[src/pkg/pbs_pkg.sv]
package pbs_pkg;
  localparam int NPORT = 5;
  // register word indices (printed offsets are not all multiples of four,
  // so each printed offset is an index and the byte address is four times it)
  localparam logic [7:0] IDX_GCTRL2 = 8'h02;
  localparam logic [7:0] IDX_GCTRL3 = 8'h03;
  localparam logic [7:0] IDX_GCTRL4 = 8'h04;
  localparam logic [7:0] IDX_STORM6 = 8'h06;
  localparam logic [7:0] IDX_STORM7 = 8'h07;
  localparam logic [7:0] IDX_PORT_BASE = 8'h10;
  localparam logic [7:0] IDX_PORT_STEP = 8'h10;
  localparam logic [7:0] IDX_PSTAT_OFS = 8'h0E;
  localparam logic [7:0] IDX_CP_FIRST = 8'h60;
  localparam logic [7:0] IDX_CP_LAST = 8'h67;
  // field positions
  localparam int G3_AGGR_BIT = 0;
  localparam int G4_NODROP_BIT = 3;
  localparam int G4_BP_BIT = 5;
  localparam int G4_MCAST_BIT = 6;
  localparam int G2_BASE_LSB = 4;
  localparam int P_STORM_BIT = 7;
  localparam int P_CP_BIT = 6;
  localparam int P_TAG_BIT = 5;
  localparam int P_PRIO_BIT = 4;
  localparam int P_HALF_BIT = 1;
  localparam int P_FAST_BIT = 2;
  // reset values
  localparam logic [7:0] G2_RST = 8'h00;
  localparam logic [7:0] G3_RST = 8'h00;
  localparam logic [7:0] G4_RST = 8'h00;
  localparam logic [10:0] STORM_RST = 11'h04A;
  localparam logic [7:0] PCTRL_RST = 8'h04;
  // timing
  localparam int CLK_MHZ = 50;
  localparam int IVL_FAST_MS = 50;
  localparam int IVL_SLOW_MS = 500;
  localparam int IVL_FAST_CYC = IVL_FAST_MS * CLK_MHZ * 1000;
  localparam int IVL_SLOW_CYC = IVL_SLOW_MS * CLK_MHZ * 1000;
  localparam int CRS_ON_US = 100;
  localparam int CRS_ON_CYC = CRS_ON_US * CLK_MHZ;
  localparam int CRS_GAP_NS = 160;
  localparam int CRS_GAP_CYC = (CRS_GAP_NS * CLK_MHZ + 999) / 1000;
  typedef enum logic [1:0] {
    PBS_IDLE = 2'b00, PBS_JAM = 2'b01, PBS_GAP = 2'b11, PBS_SEND = 2'b10
  } pbs_state_t;
endpackage : pbs_pkg

[src/verilog/pbs_port_ctrl.sv]
// Operation
// RULE_01: backpressure follows full-duplex pause conditions
// RULE_02: send preamble while backpressure required
// RULE_03: drop carrier briefly after bounded time
// RULE_04: queued frames interrupt carrier backpressure
// RULE_05: resume backpressure until resources free
// RULE_06: collision skips backoff, carrier regenerated now
// RULE_07: aggressive, no-drop, backpressure enable bits
// RULE_08: those three bits clear after reset
// RULE_09: broadcast goes to all ports but source
// RULE_10: option counts multicast in storm control
// RULE_11: global threshold, per-port storm enable
// RULE_12: interval 50 ms fast, 500 ms slow
// RULE_13: counter cleared each interval, then counts
// RULE_14: storm threshold resets to 74
// RULE_15: over threshold, drop counted frames till interval
// RULE_16: port default priority in control bit 4
// RULE_17: tag OR code point overrides port priority
// RULE_18: tag classification enabled by bit 5
// RULE_19: base priority in global 0x02 bits 6:4
// RULE_20: tagged frame priority compared against base
// RULE_21: field at or above base is high
// RULE_22: code point indexes 64-bit mask, one high
//
// The implementer's own choices: the register offsets and the AHB-Lite slave port.
`timescale 1ns/10ps
`default_nettype none

// ----------------------------------------------------------------------
// per-port mac control for a five-port switch
// ----------------------------------------------------------------------
// register map, one byte per word index (haddr[9:2]):
//   0x02 bits 6:4  base priority for tag classification
//   0x03 bit 0     aggressive backoff
//   0x04 bit 3     keep frames after excessive collisions
//   0x04 bit 5     half-duplex backpressure enable
//   0x04 bit 6     multicast counts toward storm limit
//   0x06 bits 2:0  storm threshold, upper bits
//   0x07           storm threshold, lower byte
//   0x10*n         port n control, n = 1..5
//   0x10*n + 0x0E  port n status, bit 0 = storm limit hit
//   0x60..0x67     code-point mask, 0x67 bit 0 is point 0
// port control byte:
//   bit 7 storm enable, bit 6 code point, bit 5 tag,
//   bit 4 default priority, bit 2 speed 100, bit 1 half duplex
// values after reset:
//   global controls all clear, so the lossless bits start off
//   storm threshold 0x04A, every port at 100 Mb/s full duplex
//   code-point mask clear, so code points classify low
// backpressure:
//   a half-duplex port under resource pressure sends preamble,
//   breaks it with a short silence, and yields to its own frames
//   a collision restarts the carrier at once, with no backoff
// limitations:
//   - only the low byte of each word is used; the rest reads zero
//   - the bus never inserts wait states, so writes land one
//     cycle after their address phase
//   - the storm counter counts frames, not bytes, and saturates
//   - interval lengths are parameters so a bench can shorten them

module pbs_port_ctrl
  import pbs_pkg::*;
#(
  parameter int IVL_FAST = IVL_FAST_CYC,
  parameter int IVL_SLOW = IVL_SLOW_CYC,
  parameter int CRS_ON = CRS_ON_CYC
) (
  input wire logic hclk,
  input wire logic hresetn,
  input wire logic hsel,
  input wire logic [31:0] haddr,
  input wire logic [1:0] htrans,
  input wire logic hwrite,
  input wire logic [2:0] hsize,
  input wire logic [31:0] hwdata,
  input wire logic hready,
  output logic [31:0] hrdata,
  output logic hreadyout,
  output logic hresp,
  input wire logic [NPORT-1:0] flow_ctrl_req,
  input wire logic [NPORT-1:0] tx_pending,
  input wire logic [NPORT-1:0] col_det,
  input wire logic [NPORT-1:0] rx_frame_valid,
  input wire logic [NPORT-1:0] rx_bcast,
  input wire logic [NPORT-1:0] rx_mcast,
  input wire logic [NPORT-1:0] rx_tagged,
  input wire logic [NPORT-1:0] rx_ipv4,
  input wire logic [3*NPORT-1:0] rx_tag_prio,
  input wire logic [6*NPORT-1:0] rx_dscp,
  output logic [NPORT-1:0] bp_preamble_en,
  output logic [NPORT-1:0] tx_grant,
  output logic [NPORT-1:0] pause_tx_req,
  output logic [NPORT-1:0] rx_drop,
  output logic [NPORT-1:0] rx_high_prio,
  output logic [NPORT*NPORT-1:0] rx_fwd_mask,
  output logic aggr_backoff,
  output logic no_excess_col_drop
);

  // ----------------------------------------------------------------------
  // register bus
  // ----------------------------------------------------------------------
  logic [7:0] g2_reg, g3_reg, g4_reg, s6_reg, s7_reg;
  logic [7:0] pctrl_reg [NPORT];
  logic [63:0] cp_mask_reg;
  logic [NPORT-1:0] storm_hit_reg;
  logic wr_pend_reg;
  logic [7:0] wr_idx_reg;
  logic [31:0] hrdata_reg;

  wire logic take = hsel && hready && htrans[1];
  wire logic [7:0] a_idx = haddr[9:2];
  wire logic [10:0] storm_thr = {s6_reg[2:0], s7_reg};
  wire logic bp_on = g4_reg[G4_BP_BIT]; // [RULE_07]
  wire logic mc_on = g4_reg[G4_MCAST_BIT]; // [RULE_10]
  wire logic [2:0] base_prio = g2_reg[G2_BASE_LSB +: 3]; // [RULE_19]


  // the mux looks at the address phase, so the read byte is
  // captured together with the transfer and not a cycle later;
  // unmapped indices fall through to zero
  // read mux: ports live at 0x10*n, status byte at +0x0E
  logic [7:0] rd_byte;
  always_comb begin
    rd_byte = 8'h00;
    if (a_idx == IDX_GCTRL2) begin
      rd_byte = g2_reg;
    end else if (a_idx == IDX_GCTRL3) begin
      rd_byte = g3_reg;
    end else if (a_idx == IDX_GCTRL4) begin
      rd_byte = g4_reg;
    end else if (a_idx == IDX_STORM6) begin
      rd_byte = s6_reg;
    end else if (a_idx == IDX_STORM7) begin
      rd_byte = s7_reg;
    end else if (a_idx >= IDX_CP_FIRST && a_idx <= IDX_CP_LAST) begin
      rd_byte = cp_mask_reg[8*(IDX_CP_LAST - a_idx) +: 8];
    end else begin
      for (int p = 0; p < NPORT; p++) begin
        if (a_idx == IDX_PORT_BASE + 8'(p) * IDX_PORT_STEP) begin
          rd_byte = pctrl_reg[p];
        end else if (a_idx == IDX_PORT_BASE + 8'(p) * IDX_PORT_STEP
                     + IDX_PSTAT_OFS) begin
          rd_byte = {7'h00, storm_hit_reg[p]};
        end
      end
    end
  end


  // the write index is kept from the address phase because the
  // write data only arrives in the following data phase;
  // a read answer stands on hrdata until the next read,
  // which lets software poll status without a hold register
  // zero-wait slave: data phase always ready, response always okay
  always_ff @(posedge hclk or negedge hresetn) begin
    if (!hresetn) begin
      wr_pend_reg <= 1'b0;
      wr_idx_reg <= 8'h00;
      hrdata_reg <= 32'h0000_0000;
    end else begin
      wr_pend_reg <= take && hwrite;
      if (take) begin
        wr_idx_reg <= a_idx;
      end
      if (take && !hwrite) begin
        hrdata_reg <= {24'h000000, rd_byte};
      end
    end
  end
  assign hrdata = hrdata_reg;
  assign hreadyout = 1'b1;
  assign hresp = 1'b0;


  // only the low byte is stored; writes to unmapped or
  // read-only indices are dropped without an error response
  // register writes; the lossless bits come up cleared [RULE_08]
  always_ff @(posedge hclk or negedge hresetn) begin
    if (!hresetn) begin
      g2_reg <= G2_RST;
      g3_reg <= G3_RST;
      g4_reg <= G4_RST;
      s6_reg <= {5'h00, STORM_RST[10:8]}; // [RULE_14]
      s7_reg <= STORM_RST[7:0]; // [RULE_14]
      cp_mask_reg <= 64'h0;
    end else if (wr_pend_reg) begin
      if (wr_idx_reg == IDX_GCTRL2) g2_reg <= hwdata[7:0];
      else if (wr_idx_reg == IDX_GCTRL3) g3_reg <= hwdata[7:0];
      else if (wr_idx_reg == IDX_GCTRL4) g4_reg <= hwdata[7:0];
      else if (wr_idx_reg == IDX_STORM6) s6_reg <= hwdata[7:0];
      else if (wr_idx_reg == IDX_STORM7) s7_reg <= hwdata[7:0];
      else if (wr_idx_reg >= IDX_CP_FIRST && wr_idx_reg <= IDX_CP_LAST)
        cp_mask_reg[8*(IDX_CP_LAST - wr_idx_reg) +: 8] <= hwdata[7:0];
    end
  end


  // the mac sees these one cycle after the write lands,
  // which is harmless because it only reads them per frame
  // mac config straight from registers
  always_ff @(posedge hclk or negedge hresetn) begin
    if (!hresetn) begin
      aggr_backoff <= 1'b0;
      no_excess_col_drop <= 1'b0;
    end else begin
      aggr_backoff <= g3_reg[G3_AGGR_BIT]; // [RULE_07]
      no_excess_col_drop <= g4_reg[G4_NODROP_BIT]; // [RULE_07]
    end
  end

  // ----------------------------------------------------------------------
  // per-port logic
  // ----------------------------------------------------------------------
  genvar gp;
  generate
    for (gp = 0; gp < NPORT; gp++) begin : g_port
      pbs_state_t st_reg, st_next;
      logic [31:0] crs_cnt_reg;
      logic [31:0] ivl_cnt_reg;
      logic [10:0] storm_cnt_reg;
      wire logic [7:0] pc = pctrl_reg[gp];
      wire logic half = pc[P_HALF_BIT];
      // same resource condition drives pause and backpressure [RULE_01]
      wire logic need_bp = flow_ctrl_req[gp] && half && bp_on;
      wire logic crs_done = crs_cnt_reg >= 32'(CRS_ON - 1);
      wire logic gap_done = crs_cnt_reg >= 32'(CRS_GAP_CYC - 1);
      wire logic [31:0] ivl_len = pc[P_FAST_BIT] ? 32'(IVL_FAST)
                                                 : 32'(IVL_SLOW); // [RULE_12]
      wire logic ivl_end = ivl_cnt_reg >= ivl_len - 32'd1;
      wire logic counted = rx_frame_valid[gp] &&
                           (rx_bcast[gp] || (mc_on && rx_mcast[gp])); // [RULE_10]
      wire logic over = pc[P_STORM_BIT] &&
                        (storm_cnt_reg >= storm_thr); // [RULE_11]
      wire logic drop_now = counted && over; // [RULE_15]
      wire logic tag_hi = rx_tagged[gp] &&
                          (rx_tag_prio[3*gp +: 3] >= base_prio); // [RULE_20] [RULE_21]
      wire logic cp_hi = rx_ipv4[gp] &&
                         cp_mask_reg[rx_dscp[6*gp +: 6]]; // [RULE_22]
      logic prio_hi;


      // priority order: tag and code point together give their OR;
      // one of them alone decides only for frames it can read;
      // everything else falls back to the port default, unless both are enabled
      // classification: tag/code point results override port default
      always_comb begin
        prio_hi = pc[P_PRIO_BIT]; // [RULE_16]
        if (pc[P_TAG_BIT] && pc[P_CP_BIT]) begin
          prio_hi = tag_hi || cp_hi; // [RULE_17]
        end else if (pc[P_TAG_BIT] && rx_tagged[gp]) begin
          prio_hi = tag_hi; // [RULE_18]
        end else if (pc[P_CP_BIT] && rx_ipv4[gp]) begin
          prio_hi = cp_hi;
        end
      end


      // states:
      //   idle - no backpressure needed, port behaves normally
      //   jam  - preamble on the wire so stations defer
      //   gap  - short silence so no station sees jabber
      //   send - own queued frames go out instead of preamble
      // the gap is far shorter than an interframe gap, so no
      // station can start a frame before carrier returns
      // backpressure sequencer
      always_comb begin
        st_next = st_reg;
        case (st_reg)
          PBS_IDLE: begin
            if (need_bp && tx_pending[gp]) st_next = PBS_SEND;
            else if (need_bp) st_next = PBS_JAM; // [RULE_02]
          end
          PBS_JAM: begin
            if (!need_bp) st_next = PBS_IDLE;
            else if (tx_pending[gp]) st_next = PBS_SEND; // [RULE_04]
            else if (col_det[gp]) st_next = PBS_JAM; // [RULE_06]
            else if (crs_done) st_next = PBS_GAP; // [RULE_03]
          end
          PBS_GAP: begin
            if (!need_bp) st_next = PBS_IDLE;
            else if (tx_pending[gp]) st_next = PBS_SEND;
            else if (gap_done || col_det[gp]) st_next = PBS_JAM; // [RULE_03] [RULE_06]
          end
          PBS_SEND: begin
            if (!tx_pending[gp]) begin
              st_next = need_bp ? PBS_JAM : PBS_IDLE; // [RULE_05]
            end
          end
          default: st_next = PBS_IDLE;
        endcase
      end

      // a collision restarts the carrier window rather than backing off
      always_ff @(posedge hclk or negedge hresetn) begin
        if (!hresetn) begin
          st_reg <= PBS_IDLE;
          crs_cnt_reg <= 32'd0;
        end else begin
          st_reg <= st_next;
          if (st_next != st_reg || col_det[gp]) crs_cnt_reg <= 32'd0; // [RULE_06]
          else crs_cnt_reg <= crs_cnt_reg + 32'd1;
        end
      end

      // storm interval: clear at start, count within [RULE_13]
      always_ff @(posedge hclk or negedge hresetn) begin
        if (!hresetn) begin
          ivl_cnt_reg <= 32'd0;
          storm_cnt_reg <= 11'd0;
        end else if (ivl_end) begin
          ivl_cnt_reg <= 32'd0;
          // a frame on the boundary opens the new count, not lost
          storm_cnt_reg <= 11'(counted); // [RULE_13]
        end else begin
          ivl_cnt_reg <= ivl_cnt_reg + 32'd1;
          if (counted && storm_cnt_reg != 11'h7FF)
            storm_cnt_reg <= storm_cnt_reg + 11'd1;
        end
      end


      // every port output is a flop so downstream timing is clean;
      // the frame results stand for one cycle after the frame
      // registered port outputs
      always_ff @(posedge hclk or negedge hresetn) begin
        if (!hresetn) begin
          bp_preamble_en[gp] <= 1'b0;
          tx_grant[gp] <= 1'b0;
          pause_tx_req[gp] <= 1'b0;
          rx_drop[gp] <= 1'b0;
          rx_high_prio[gp] <= 1'b0;
          rx_fwd_mask[NPORT*gp +: NPORT] <= '0;
          storm_hit_reg[gp] <= 1'b0;
        end else begin
          bp_preamble_en[gp] <= (st_next == PBS_JAM); // [RULE_02]
          tx_grant[gp] <= tx_pending[gp] &&
                          (!need_bp || st_next == PBS_SEND); // [RULE_04]
          pause_tx_req[gp] <= flow_ctrl_req[gp] && !half; // [RULE_01]
          rx_drop[gp] <= drop_now; // [RULE_15]
          rx_high_prio[gp] <= rx_frame_valid[gp] && prio_hi;
          rx_fwd_mask[NPORT*gp +: NPORT] <=
            (rx_frame_valid[gp] && rx_bcast[gp] && !drop_now)
              ? ~(NPORT'(1) << gp) : '0; // [RULE_09]
          storm_hit_reg[gp] <= over;
        end
      end
    end
  endgenerate


  // kept apart from the per-port logic so the bus decode stays
  // in one place; the reset value selects 100 Mb/s full duplex
  // port control registers, one per port
  generate
    for (gp = 0; gp < NPORT; gp++) begin : g_pctrl
      always_ff @(posedge hclk or negedge hresetn) begin
        if (!hresetn) begin
          pctrl_reg[gp] <= PCTRL_RST;
        end else if (wr_pend_reg &&
                     wr_idx_reg == IDX_PORT_BASE + 8'(gp) * IDX_PORT_STEP) begin
          pctrl_reg[gp] <= hwdata[7:0];
        end
      end
    end
  endgenerate

endmodule : pbs_port_ctrl
`default_nettype wire

[config.mk]
export PLATFORM = sky130hd
export DESIGN_NAME = pbs_port_ctrl
export DESIGN_NICKNAME = d
export VERILOG_FILES = /design/src/pkg/pbs_pkg.sv /design/src/verilog/pbs_port_ctrl.sv
export SDC_FILE = /design/constraint.sdc
export NUM_CORES = 1
export LEC_CHECK = 0
export BUFFER_PORTS_ARGS = -buffer_cell sky130_fd_sc_hd__clkbuf_2
export CELL_PAD_IN_SITES_DETAIL_PLACEMENT = 0
export CELL_PAD_IN_SITES_GLOBAL_PLACEMENT = 1
export CORE_MARGIN = 10
export CORE_UTILIZATION = 52
export DETAILED_ROUTE_END_ITERATION = 10
export HOLD_SLACK_MARGIN = 0.02
export PLACE_DENSITY = 0.93
export SLEW_MARGIN = 20
export SYNTH_ARGS = -nofsm -noshare
export SYNTH_HDL_FRONTEND = slang
export SYNTH_SLANG_ARGS = --single-unit
[constraint.sdc]
create_clock -name hclk -period 7.9 [get_ports hclk]
set_input_delay 1.975 -clock hclk [delete_from_list [all_inputs] [get_ports hclk]]
set_output_delay 1.975 -clock hclk [all_outputs]
set_load 0.1 [all_outputs]
==> impl_metrics.json <==
{
  "postSynth.asyncResetShare_pct": 100,
  "ys_ff_latch": 583,
  "cts.root.buffer_cell": "clkbuf_16",
  "gr-total-overflow": 0,
  "dieArea_sq_mm": 0.0759,
  "synth_area_leader_cell": "dfrtp_1",
  "gp_congestion": 0.930,
  "seq_area_sq_mm": 0.0146,
  "power.leakage_nw": 16.6,
  "drcViolationCount": 0,
  "area_growth_pct": 11.0,
  "finalSetupViolations": 0,
  "design_area_sq_mm": 0.0377,
  "syn-cell-area_sq_mm": 0.0339,
  "cts_buffer_depth": 3,
  "min-delay-path-class": "reg2reg",
  "wire_per_inst_microns": 19.2,
  "cp_slowest_cell": "or4_1",
  "cts_max_level": 3,
  "status": "finished, final reports clean",
  "crit_required_ps": 8380,
  "setup_tns_ps": 0,
  "grt_first_pass_wirelength_mm": 138,
  "cp.arrival_ps": 4940,
  "die_x_microns": 275,
  "startpoint_type": "flop",
  "path_class": "reg2reg",
  "num_rows": 93,
  "rsz0062_at_grt": "no",
  "grt_antenna_before_repair": 4,
  "synth_top_area_share_pct": 42.4,
  "clock-sinks": 583,
  "maxCapViolations": 0,
  "postCtsSetupBuffers": 0,
  "core_sq_mm": 0.0646,
  "multi_input_area_sq_mm": 0.0184,
  "grt_usage_pct": 22.3,
  "mostFrequentLayoutCell": "dfrtp_1",
  "crit_fanout": 10,
  "clk_latency_ps": 620,
  "numCtsBuffers": 66,
  "vias_per_cell": 5.96,
  "via_count": 26300,
  "wl_mm": 84.8,
  "fill_cells": 5489,
  "grt_pass1_vias": 25800,
  "postSynthCellCount": 3359,
  "worstPathCellList": "inv_1 > ha_1 > or3b_1 > a211o_1 > a21o_2 > ha_1 > nor4_1 > nand4_1 > or4_1 > a21boi_0 > nand2_1 > a32o_1",
  "cts_hold_buf": 0,
  "slew_headroom_pct": 26.5,
  "drt_iter0_drc": 2496,
  "dieHeight_microns": 275,
  "vdd_drop_max_v": 0.000132,
  "path_common_cell": "ha_1",
  "grt_max_degree": 185,
  "syn_area_per_cell_sq_um": 10.1,
  "fin_skew_ps": 31.5,
  "start_util_pct": 52.5,
  "worst_slew_pin_slew_ps": 1090,
  "hold_viol": 0,
  "place_area_sq_mm": 0.0354,
  "ys_seq_area_share_pct": 43.0,
  "max_clock_freq_mhz": 224,
  "fin_crit_sh_pct": 56.4,
  "dr.pass1.iters": 5,
  "synth_warnings": 0,
  "synthTopCellsByArea": "dfrtp_1 (42%), ha_1 (6.0%), nor2_1 (5.1%)",
  "yosysUniqueCellTypes": 78,
  "finalNetCount": 3823,
  "drive_gt1_share_pct": 13.5,
  "end_kind": "flop",
  "final_max_slew_viol_count": 0,
  "port_buffers": 161,
  "final_cell_mix": "dfrtp_1 (575), nor2_1 (463), nand2_1 (206), xor2_1 (194), nand3_1 (176)",
  "clkSlewWorstSetupHoldPaths_ps": 60,
  "hpwl_mm": 59.7,
  "fin_crit_ps": 4460,
  "synth_edf_count": 0,
  "antenna_left": 0,
  "cts_resized": 0,
  "cts_tree": "built",
  "cpPeakStageDelay_ps": 510,
  "synth_flop_cell": "dfrtp_1",
  "ios": 245,
  "p_per_area_mw_per_mm2": 189
}
-- metal layers --
| layer | vias up | track usage [%] | part of all wire [%] |
|---|---|---|---|
| met5 | - | 0 | 0.031 |
| met4 | 4 | 7.78 | 2.8 |
| met3 | 148 | 4.96 | 8.3 |
| met2 | 907 | 34.1 | 45 |
| met1 | 12800 | 30.9 | 44 |
| li1 | 12400 | - | - |
-- cell usage after synthesis (56+ instances only) --
master / instances
nor2_1: 463
nand3_1: 176
xor2_1: 194
dfrtp_1: 575
nand2_1: 206
nor3_1: 58
mux2i_1: 113
nand4_1: 93
mux4_2: 56
nor4_1: 62
ha_1: 163
and3_1: 67
inv_1: 87
a21oi_1: 72
mux2_2: 97
clkbuf_1: 100
xnor2_1: 123
-- area by class of cell --
class / count / share of cell area [%]
Inverter: 88 / 0.877
Tap cell: 855 / 2.84
Clock inverter: 30 / 1.01
Multi-Input combinational cell: 2579 / 48.9
Sequential cell: 583 / 38.7
Timing Repair Buffer: 183 / 2.76
Clock buffer: 89 / 4.90
Antenna cell: 1 / 0.00664
-- critical path: cells and delay by family (launching register included) --
kind	cells	cell delay [ps]
buf+inv	1	180
compound gates	4	1350
fa+ha+maj	2	570
simple gates	5	1730
flops	1	490
-- per-stage QoR --
stage | worst slack [ps] | util [%] | instances | power [W] | hold slack (ps)
2_1_floorplan | 4010 | - | 3418 | 0.00380 | 365
3_3_place_gp | 3230 | 54.8 | 4287 | 0.00403 | 446
3_5_place_dp | 3210 | 54.8 | 4287 | 0.00405 | 457
4_1_cts | 3510 | 58.3 | 4406 | 0.00718 | 465
5_1_grt | 3300 | 58.3 | 4408 | 0.00740 | 496
6_report | 3440 | 58.3 | 4408 | 0.00713 | 455
-- path summary, 6_finish.rpt --
path / depth (start not counted) / slack, ps / end / start
setup / recovery: 12 / 3440 / cp_mask_reg[16]$_DFFE_PN0P_ / wr_idx_reg[3]$_DFFE_PN0P_
hold / removal: 1 / 460 / g_port[0].ivl_cnt_reg[0]$_DFF_PN0_ / g_port[0].ivl_cnt_reg[0]$_DFF_PN0_
setup reg to reg: 12 / 3440 / cp_mask_reg[16]$_DFFE_PN0P_ / wr_idx_reg[3]$_DFFE_PN0P_
hold reg to reg: 1 / 460 / g_port[0].ivl_cnt_reg[0]$_DFF_PN0_ / g_port[0].ivl_cnt_reg[0]$_DFF_PN0_
max in group asynchronous: 3 / 5110 / g_port[2].ivl_cnt_reg[3]$_DFF_PN0_ / hresetn
min in group asynchronous: 1 / 1330 / cp_mask_reg[57]$_DFFE_PN0P_ / hresetn
-- kinds of logic after synthesis --
| kind of cell | share of synthesized area, % |
|---|---|
| simple gates | 19.2 |
| xor+xnor | 8.18 |
| buf+inv | 3.47 |
| flops | 43.0 |
| compound gates | 9.81 |
| fa+ha+maj | 6.01 |
| mux | 10.3 |
| other cells | 0.0221 |
-- report_power, final --
group | total, W | internal (W) | switching, W
logic | 0.000844 | 0.000237 | 0.000607
clock network | 0.00312 | 0.00183 | 0.00129
registers | 0.00316 | 0.00306 | 0.0000963
total | 0.00713 | 0.00513 | 0.00199
Note: power is estimated with default switching activity, not from simulation.
